`src/dscfg_pkg.sv`:
```
// Package of constants and types for the drive strap configuration decoder
package dscfg_pkg;
   // Wishbone register byte offsets
   localparam logic [3:0] DSCFG_OFS_STATUS = 4'h0;
   localparam logic [3:0] DSCFG_OFS_CTRL = 4'h4;
   localparam logic [3:0] DSCFG_OFS_MAXLBA = 4'h8;
   localparam logic [3:0] DSCFG_OFS_GEOM = 4'hC;
   // Status field positions
   localparam int DSCFG_ST_ADDR = 0;
   localparam int DSCFG_ST_CABLE_SELECT_INPUT = 1;
   localparam int DSCFG_ST_HEAD15 = 2;
   localparam int DSCFG_ST_CLIP = 3;
   localparam int DSCFG_ST_STBY = 4;
   localparam int DSCFG_ST_SPIN = 5;
   localparam int DSCFG_ST_DEV1 = 6;
   localparam int DSCFG_ST_DDONE = 7;
   // Control field positions
   localparam int DSCFG_CT_SPINUP = 0;
   localparam int DSCFG_CT_SPINDN = 1;
   // Geometry field positions
   localparam int DSCFG_GE_CYL_LSB = 0;
   localparam int DSCFG_GE_HEAD_LSB = 16;
   localparam int DSCFG_GE_SECT_LSB = 24;
   // Geometry and capacity figures
   localparam logic [15:0] DSCFG_CHS_CYL = 16'h3FFF;
   localparam logic [4:0] DSCFG_HEADS_NORMAL = 5'h10;
   localparam logic [4:0] DSCFG_HEADS_REDUCED = 5'h0F;
   localparam logic [7:0] DSCFG_CHS_SECT = 8'h3F;
   localparam logic [31:0] DSCFG_CLIP_LBA = 32'h03EF_EC50;
   // Spin-up feature subcommand
   localparam logic [7:0] DSCFG_SUB_SPINUP = 8'h07;
   // Timing
   localparam int DSCFG_CLK_MHZ = 50;
   localparam int DSCFG_DETECT_US = 1000;
   localparam int DSCFG_DETECT_CYC = DSCFG_DETECT_US * DSCFG_CLK_MHZ;
   // Strap inputs, a set bit means the strap is fitted
   typedef struct packed {
      logic ab;
      logic cd;
      logic ef;
      logic head15;
      logic clip;
      logic stby;
      logic cable_select_input;
   } dscfg_strap_s;
   // Spindle control states
   typedef enum logic [2:0] {
      DSCFG_INIT = 3'b001,
      DSCFG_STOPPED = 3'b010,
      DSCFG_RUNNING = 3'b100
   } dscfg_spin_e;
endpackage

```
`src/dscfg_if.sv`:
```
// Interface carrying raw and latched strap levels between decoder modules
`timescale 1ns/10ps
interface dscfg_if;
   import dscfg_pkg::*;
   dscfg_strap_s raw;
   dscfg_strap_s held;
   modport latch (input raw, output held);
   modport user (output raw, input held);
endinterface

```
`src/dscfg_strap_latch.sv`:
```
// Strap latch: follows the pins during reset and freezes them at release
`timescale 1ns/10ps
module dscfg_strap_latch
   import dscfg_pkg::*;
(
   input wire logic CLK,
   input wire logic RST,
   dscfg_if.latch straps
);
   import dscfg_pkg::*;

   dscfg_strap_s held_reg;

   // Sampled only while reset is high, so a jumper moved later has no effect
   always_ff @(posedge CLK)
   begin
      if (RST)
      begin
         held_reg <= straps.raw;
      end
   end

   assign straps.held = held_reg;
endmodule

```
`src/dscfg_top.sv`:
```
// Drive strap configuration decoder with classic Wishbone register slave
//
// The implementer's own choices: the Wishbone register port and the placing of the registers.
`timescale 1ns/10ps
module dscfg_top
   import dscfg_pkg::*;
#(
   parameter logic [31:0] NATIVE_MAX_LBA = 32'h1000_0000,
   parameter int DETECT_CYC = dscfg_pkg::DSCFG_DETECT_CYC
)
(
   input wire logic CLK,
   input wire logic RST,
   input wire logic STRAP_AB,
   input wire logic STRAP_CD,
   input wire logic STRAP_EF,
   input wire logic STRAP_HEAD15,
   input wire logic STRAP_CLIP,
   input wire logic STRAP_STANDBY,
   input wire logic CABLE_SELECT_INPUT,
   input wire logic DEV1_PRESENT,
   input wire logic FEAT_VALID,
   input wire logic [7:0] FEAT_SUBCMD,
   output logic DEV_ADDR,
   output logic CABLE_SELECT_INPUT_MODE,
   output logic [4:0] HEAD_COUNT,
   output logic [31:0] MAX_LBA,
   output logic [15:0] CHS_CYL,
   output logic [7:0] CHS_SECT,
   output logic SPINDLE_RUN,
   output logic DEV1_FOUND,
   input wire logic WB_CYC_I,
   input wire logic WB_STB_I,
   input wire logic WB_WE_I,
   input wire logic [3:0] WB_ADR_I,
   input wire logic [3:0] WB_SEL_I,
   input wire logic [31:0] WB_DAT_I,
   output logic [31:0] WB_DAT_O,
   output logic WB_ACK_O
);
   import dscfg_pkg::*;

   // Counter wide enough to reach the full window length
   localparam int DCW = $clog2(DETECT_CYC + 1);
   localparam logic [DCW-1:0] DETECT_LAST = DCW'(DETECT_CYC - 1);

   dscfg_if straps ();

   // Raw pins into the latch
   assign straps.raw = '{ab: STRAP_AB, cd: STRAP_CD, ef: STRAP_EF, head15: STRAP_HEAD15,
                         clip: STRAP_CLIP, stby: STRAP_STANDBY, cable_select_input: CABLE_SELECT_INPUT};

   dscfg_strap_latch u_latch
   (
      .CLK(CLK),
      .RST(RST),
      .straps(straps)
   );

   // Frozen strap set; every decode below reads only this copy
   dscfg_strap_s h;
   assign h = straps.held;

   // Address decode from the latched straps
   wire cable_select_input_mode = h.ef;
   wire cable_select_input_addr = h.cable_select_input;
   // Without E-F only A-B selects address 1; factory C-D gives address 0
   wire strap_addr = h.ab & ~h.cd;
   wire dev_addr = cable_select_input_mode ? cable_select_input_addr : strap_addr;
   // Both A-B and C-D stand in for a partner that never answers the probe
   wire slave_forced = ~cable_select_input_mode & h.ab & h.cd;

   // Reported geometry and capacity
   wire [4:0] head_count = h.head15 ? DSCFG_HEADS_REDUCED : DSCFG_HEADS_NORMAL;
   wire clip_hit = h.clip & (NATIVE_MAX_LBA > DSCFG_CLIP_LBA);
   wire [31:0] max_lba = clip_hit ? DSCFG_CLIP_LBA : NATIVE_MAX_LBA;

   // Wishbone decode
   wire wb_req = WB_CYC_I & WB_STB_I & ~WB_ACK_O;
   wire wb_wr = wb_req & WB_WE_I;
   // Control bits ride in byte lane 0 only; other lanes are ignored
   wire hit_ctrl = WB_ADR_I == DSCFG_OFS_CTRL;
   wire sw_spinup = wb_wr & hit_ctrl & WB_SEL_I[0] & WB_DAT_I[DSCFG_CT_SPINUP];
   wire sw_spindn = wb_wr & hit_ctrl & WB_SEL_I[0] & WB_DAT_I[DSCFG_CT_SPINDN];
   wire host_spinup = FEAT_VALID & (FEAT_SUBCMD == DSCFG_SUB_SPINUP);

   // Spindle control
   dscfg_spin_e spin_reg;
   dscfg_spin_e spin_next;

   always_comb
   begin
      spin_next = spin_reg;
      unique case (spin_reg)
         DSCFG_INIT:
         begin
            // Latched straps are valid from the first cycle after release
            // A host spin-up strobe landing in this first cycle is not lost; a software one is
            spin_next = (h.stby & ~host_spinup) ? DSCFG_STOPPED : DSCFG_RUNNING;
         end
         DSCFG_STOPPED:
         begin
            if (host_spinup | sw_spinup)
            begin
               spin_next = DSCFG_RUNNING;
            end
         end
         DSCFG_RUNNING:
         begin
            // Host spin-up outranks a software spin-down in the same cycle
            if (sw_spindn & ~host_spinup)
            begin
               spin_next = DSCFG_STOPPED;
            end
         end
         default:
         begin
            spin_next = DSCFG_INIT;
         end
      endcase
   end

   // State register
   always_ff @(posedge CLK)
   begin
      if (RST)
         spin_reg <= DSCFG_INIT;
      else
         spin_reg <= spin_next;
   end

   // Device-1 presence watch window after reset, address 0 only
   logic [DCW-1:0] det_cnt_reg;
   logic det_done_reg;
   logic dev1_reg;
   wire det_open = ~det_done_reg & ~dev_addr;

   always_ff @(posedge CLK)
   begin
      if (RST)
      begin
         det_cnt_reg <= '0;
         det_done_reg <= 1'b0;
         dev1_reg <= 1'b0;
      end
      else
      begin
         if (det_open)
         begin
            // Window closes for good at the last count; a late partner is missed
            det_cnt_reg <= det_cnt_reg + DCW'(1);
            det_done_reg <= det_cnt_reg == DETECT_LAST;
            // A forced-present strap counts as a detected partner
            dev1_reg <= dev1_reg | DEV1_PRESENT | slave_forced;
         end
      end
   end

   // Register read mux
   // Unmapped offsets read as zero rather than stall the bus
   wire [31:0] status_word = {24'h00_0000, det_done_reg, dev1_reg,
                              spin_reg == DSCFG_RUNNING, h.stby, clip_hit, h.head15,
                              cable_select_input_mode, dev_addr};
   wire [31:0] geom_word = {DSCFG_CHS_SECT, 3'h0, DSCFG_HEADS_NORMAL, DSCFG_CHS_CYL};
   wire [31:0] rd_word =
      (WB_ADR_I == DSCFG_OFS_STATUS) ? status_word :
      (WB_ADR_I == DSCFG_OFS_MAXLBA) ? max_lba :
      (WB_ADR_I == DSCFG_OFS_GEOM) ? geom_word : 32'h0000_0000;

   // One-cycle answer; unmapped addresses ack with zero data
   always_ff @(posedge CLK)
   begin
      if (RST)
      begin
         WB_ACK_O <= 1'b0;
         WB_DAT_O <= '0;
      end
      else
      begin
         WB_ACK_O <= wb_req;
         WB_DAT_O <= (wb_req & ~WB_WE_I) ? rd_word : 32'h0000_0000;
      end
   end

   // Configuration outputs, registered so they only change at an edge
   // Size reads zero in reset so no host trusts a half-decoded capacity
   always_ff @(posedge CLK)
   begin
      if (RST)
      begin
         DEV_ADDR <= 1'b0;
         CABLE_SELECT_INPUT_MODE <= 1'b0;
         HEAD_COUNT <= DSCFG_HEADS_NORMAL;
         MAX_LBA <= '0;
         SPINDLE_RUN <= 1'b0;
         DEV1_FOUND <= 1'b0;
      end
      else
      begin
         DEV_ADDR <= dev_addr;
         CABLE_SELECT_INPUT_MODE <= cable_select_input_mode;
         HEAD_COUNT <= head_count;
         MAX_LBA <= max_lba;
         SPINDLE_RUN <= spin_next == DSCFG_RUNNING;
         DEV1_FOUND <= dev1_reg;
      end
   end

   // Geometry never changes with the clip
   assign CHS_CYL = DSCFG_CHS_CYL;
   assign CHS_SECT = DSCFG_CHS_SECT;
endmodule

```
`config.mk`:
```
export PLATFORM = sky130hd
export DESIGN_NAME = dscfg_top
export DESIGN_NICKNAME = d
export VERILOG_FILES = /design/src/dscfg_pkg.sv /design/src/dscfg_if.sv /design/src/dscfg_strap_latch.sv /design/src/dscfg_top.sv
export SDC_FILE = /design/constraint.sdc
export NUM_CORES = 1
export LEC_CHECK = 0
export ABC_AREA = 0
export BUFFER_PORTS_ARGS = -buffer_cell sky130_fd_sc_hd__clkbuf_2
export CORE_MARGIN = 5
export CORE_UTILIZATION = 40
export DETAILED_ROUTE_END_ITERATION = 10
export PLACE_DENSITY = 0.76
export SLEW_MARGIN = 40
export SYNTH_ARGS = -nofsm -noshare
export SYNTH_HDL_FRONTEND = slang
export SYNTH_HIERARCHICAL = 1
export SYNTH_SLANG_ARGS = --single-unit
export TNS_END_PERCENT = 20
```
`constraint.sdc`:
```
create_clock -name CLK -period 3.5 [get_ports CLK]
set_clock_uncertainty 0.15 [all_clocks]
set_input_delay 0 -clock CLK [delete_from_list [all_inputs] [get_ports CLK]]
set_output_delay 0 -clock CLK [all_outputs]
set_load 0.1 [all_outputs]
```
# Yosys cells after proc, flatten, opt, wreduce, memory -nomap -nowiden
# Cells that the tools add are included.
[classes]
n_eq_ne = 9
add_sub_neg = 1
n_reduce_logical = 3
bitwise_logic = 26
n_mux = 10
[op_table]
columns = ["cell", "count"]
rows = [
  ["$mux 30", 2],
  ["$mux 29", 1],
  ["$add 16x1->16 const B", 1],
  ["$eq 16x16->1 const B", 1],
  ["$and 1x1->1", 15],
  ["$mux 3", 3],
  ["$pmux 3 s3", 1],
  ["$eq 4x4->1 const B", 2],
  ["$eq 8x3->1 const B", 1],
  ["$mux 8", 1],
  ["$not 1->1", 8],
  ["$eq 3x3->1 const B", 2],
  ["$mux 5", 1],
  ["$eq 4x3->1 const B", 1],
  ["$logic_not 4->1", 1],
  ["$eq 3x1->1 const B", 1],
  ["$eq 3x2->1 const B", 1],
  ["$or 1x1->1", 3],
  ["$reduce_or 3->1", 1],
  ["$reduce_or 2->1", 1],
  ["$mux 1", 1],
]
[word_totals]
output_inout_bits = 98
register_bits = 100
word_cells = 69

# Depth between registers and ports, before layout
[depth]
word_depth = 10
depth_mapped = 5
ltp_nobuf = 5

# Modules after synthesis
# Netlist, hierarchy kept.
[by_module_without_submodules]
columns = ["mod", "area_per_inst_um2", "cells_each", "n_inst", "seq_area_each_um2"]
rows = [
  ["dscfg_top", 2352.3, 270, 1, 860.8],
  ["dscfg_strap_latch", 210.2, 7, 1, 210.2],
]

# Worst setup path after synthesis
# Ideal clock, no wire load.
[synth_timing]
path_type = "register to register"
from = "register u_latch.held_reg, in the netlist u_latch/straps.held[4]"
to = "register det_cnt_reg[12]"
arrival_time_ns = 1.877
n_path_buf = 1
slack_ns = 1.402
setup_time_ns = 0.070
path_stages_with_launch = 6
required_ns = 3.280
synth_period_minus_slack_ns = 2.098
path_cell_list = "edfxtp_1 and2_4 or4_4 buf_6 or4_1 a21oi_1"
[synth_between]
elab_chain_len = 3
[synth_lines]
columns = ["item", "line", "rtl"]
rows = [
  ["start: declaration", "dscfg_strap_latch.sv:12", "dscfg_strap_s held_reg;"],
  ["start signal: assignment", "dscfg_strap_latch.sv:19", "held_reg <= straps.raw;"],
  ["$mux 1", "dscfg_top.sv:69", "wire dev_addr = cable_select_input_mode ? cable_select_input_addr : strap_addr;"],
  ["$not 1->1", "dscfg_top.sv:136", "wire det_open = ~det_done_reg & ~dev_addr;"],
  ["$and 1x1->1", "dscfg_top.sv:136", ""],
  ["end signal: assignment", "dscfg_top.sv:151", "det_cnt_reg <= det_cnt_reg + DCW'(1);"],
  ["end: declaration", "dscfg_top.sv:133", "logic [DCW-1:0] det_cnt_reg;"],
]
# No other way between the ends.
# A chain may end at the register's enable or synchronous reset.

# Worst setup path after layout
[layout_timing]
from = "register u_latch.held_reg, in the netlist u_latch/straps.held[4]"
to = "register det_cnt_reg[11]"
# Same word-level chain as after synthesis.

==> flow_summary.json <==
{
  "status": "completed",
  "rr_startpoint": "u_latch/straps.held[4]",
  "yosysSeqAreaShare_pct": 41.8,
  "wl_met2_mm": 2.42,
  "holdWs_ns": 0.0218,
  "n_antenna_cell": 0,
  "die_width_um": 90.0,
  "start_util_pct": 40.8,
  "worstPathRequired_ns": 3.57,
  "cts_hold_buf": 18,
  "cpPeakStageDelay_ns": 0.57,
  "rr_worst_depth": 4,
  "drt_iter0_drc": 60,
  "final_hold_viol_count": 0,
  "max_freq_mhz": 465,
  "synth.avg_cell_area_sq_um": 9.25,
  "path_max_fanout": 12,
  "hold_depth": 4,
  "grt_pass1_wl_mm": 8.58,
  "gr-total-overflow": 0,
  "clockRootBuffer": "clkbuf_8",
  "drive_gt1_share_pct": 28.9,
  "clkLatencyLatePin_ns": 0.31,
  "wire_per_inst_um": 12.4,
  "grt_pass1_vias": 1833,
  "port_buffers": 85,
  "rows": 29,
  "p_leak_nw": 1.39,
  "via_count": 1948,
  "pwr-share-clk_pct": 30.2,
  "combPwrFrac_pct": 30.0,
  "antenna_found_initial": 0,
  "postCtsSetupBuffers": 0,
  "cts_max_level": 2,
  "cp-start-kind": "register",
  "route.detailed.drc": 0,
  "register_area_sq_um": 1070,
  "switching_share_pct": 39.5,
  "n_fill_cell": 607,
  "min_period_ns": 2.15,
  "largest_register_ffs": 16,
  "min_to": "WB_DAT_O[25]",
  "synthFlopType": "dfxtp_1",
  "top_layer_used": "met4",
  "layout_commonest_cell": "clkbuf_2",
  "coreArea_sq_um": 6280,
  "critPathTopFamily": "simple AND/OR/NAND/NOR gates",
  "setup_violations": 0,
  "dp_hpwl_mm": 3.73,
  "postLayoutCellArea_sq_um": 2940,
  "tns_ns": 0,
  "yosysWarnings": 6,
  "clock-sinks": 50,
  "path_cells": "and2_4 -> or3_1 -> or4_1 -> a21oi_1",
  "dr.pass1.iters": 4,
  "utilization_pct": 46.8,
  "cap_viol_max_count": 0,
  "ir_worst_vdd_mv": 0.234,
  "power_mw": 1.60,
  "syn2layout_area_growth_pct": 14.6,
  "min_period_over_period_pct": 61.4,
  "slowest_stage": "or4_1",
  "synth-seq-cells": 50,
  "worst_ep_arrival_time_ns": 2.22,
  "drtAntennaViolNets": 0,
  "power.density_nw_per_um2": 544,
  "yosysUniqueCellTypes": 48,
  "min_path_type": "in -> reg",
  "clock_path_buffers": 2,
  "wirelength_mm": 5.19,
  "mostFrequentLayoutCells": "clkbuf_2 (85), dfxtp_1 (43), conb_1 (41)",
  "async_reset_ff_share_pct": 0,
  "p_int_mw": 0.966,
  "synth_cells": 277,
  "fin_nets": 404,
  "cts_tree": "done",
  "path_buf_inv": 0,
  "avgViaCountPerCell": 4.65,
  "tightest_slew_ns": 0.799,
  "slew_viol_final": 0,
  "power.switching_mw": 0.631,
  "r2r_end": "det_cnt_reg[11]",
  "cts.repair.resized": 0,
  "gp_congestion": 0.762,
  "rsz0062_at_grt": "false",
  "numCtsBuffers": 5,
  "wl_met1_mm": 2.09,
  "critPathCaptureType": "register",
  "die_area_sq_um": 8110,
  "clk_pin_slew_worst_paths_ns": 0.09,
  "power_frac_seq_pct": 39.8,
  "met3_length_um": 577,
  "maxSlewHeadroom_pct": 46.7,
  "hold_path.startpoint": "WB_ADR_I[0]",
  "path_class": "reg -> reg",
  "synth_enable_flop_cells": 7,
  "grt_max_degree": 39,
  "placed_area_sq_um": 2620,
  "synth_area_sq_um": 2560,
  "multi_input_area_sq_um": 1010,
  "boundaryPins": 160,
  "fp.dieH_um": 90.0,
  "track_usage_pct": 12.5,
  "ff2ff_setup_slack_ns": 1.35
}
power by group through the flow:
stage | Sequential (mW) | Clock, mW | Combinational [mW]
after floorplan | 0.704 | 0 | 0.410
after global placement | 0.647 | 0 | 0.461
after detailed placement | 0.649 | 0 | 0.464
after CTS | 0.635 | 0.492 | 0.478
after global routing | 0.641 | 0.514 | 0.497
final | 0.635 | 0.482 | 0.479
through the flow:
step / std cells / worst slack (ns)
final: 419 / 1.35
after global routing: 419 / 1.14
after CTS: 419 / 1.33
after detailed placement: 393 / 1.35
after global placement: 393 / 1.37
after floorplan: 316 / 1.40
routing by layer:
| metal | vias to the layer above | GRT usage (%) |
|---|---|---|
| met2 | 93 | 21.5 |
| met1 | 875 | 13.9 |
| met3 | 7 | 4.09 |
| li1 | 973 | - |
| met4 | 0 | 5.58 |
| met5 | - | 0 |
cell usage after synthesis (4+ instances only):
| library cell | count | area share (%) |
|---|---|---|
| clkbuf_1 | 6 | 0.88 |
| a21oi_1 | 12 | 2.3 |
| nor3b_1 | 4 | 1.2 |
| o31ai_1 | 8 | 2.3 |
| nand2_1 | 14 | 2.1 |
| inv_1 | 5 | 0.73 |
| o21ai_0 | 4 | 0.78 |
| nand4_1 | 7 | 1.7 |
| dfxtp_1 | 43 | 34 |
| nor2_1 | 18 | 2.6 |
| nor4b_1 | 5 | 1.7 |
| nor2b_1 | 5 | 1.2 |
| nand3_1 | 8 | 1.6 |
| or4_1 | 8 | 2.3 |
| edfxtp_1 | 7 | 8.2 |
| buf_4 | 76 | 22 |
worst max-delay path by stage:
stage                                      start               to  slack (ns)  cells past startpoint
final                     u_latch/straps.held[4]  det_cnt_reg[11]        1.35                      4
after global routing      u_latch/straps.held[4]   det_cnt_reg[1]        1.14                      4
after global placement    u_latch/straps.held[4]  det_cnt_reg[12]        1.37                      4
after floorplan           u_latch/straps.held[4]  det_cnt_reg[12]        1.40                      5
after CTS                 u_latch/straps.held[4]  det_cnt_reg[11]        1.33                      4
after detailed placement  u_latch/straps.held[4]  det_cnt_reg[14]        1.35                      4
kinds of logic (layout without fill, tap and decap cells):
kind of cell | Yosys count | in the layout | synth area share [%]
compound gates | 35 | 35 | 8.94
xor+xnor | 4 | 4 | 1.37
fa+ha+maj | 1 | 1 | 0.488
buf+inv | 90 | 116 | 24.6
flops | 50 | 50 | 41.8
mux | 3 | 3 | 1.22
other cells | 2 | 41 | 0.293
simple gates | 92 | 92 | 21.3
final cells by class:
class | count | share of cell area [%]
Sequential cell | 50 | 36.5
Multi-Input combinational cell | 176 | 34.3
Timing Repair Buffer | 103 | 20.6
Tap cell | 77 | 3.28
Clock buffer | 5 | 2.34
Clock inverter | 3 | 2.34
Inverter | 5 | 0.639
worst register-to-register path: cells and delay by family (launching register included):
| kind | cells | cell delay, ns |
|---|---|---|
| simple gates | 3 | 1.30 |
| compound gates | 1 | 0.15 |
| flops | 1 | 0.48 |
Power figures use the tool's default switching activity.
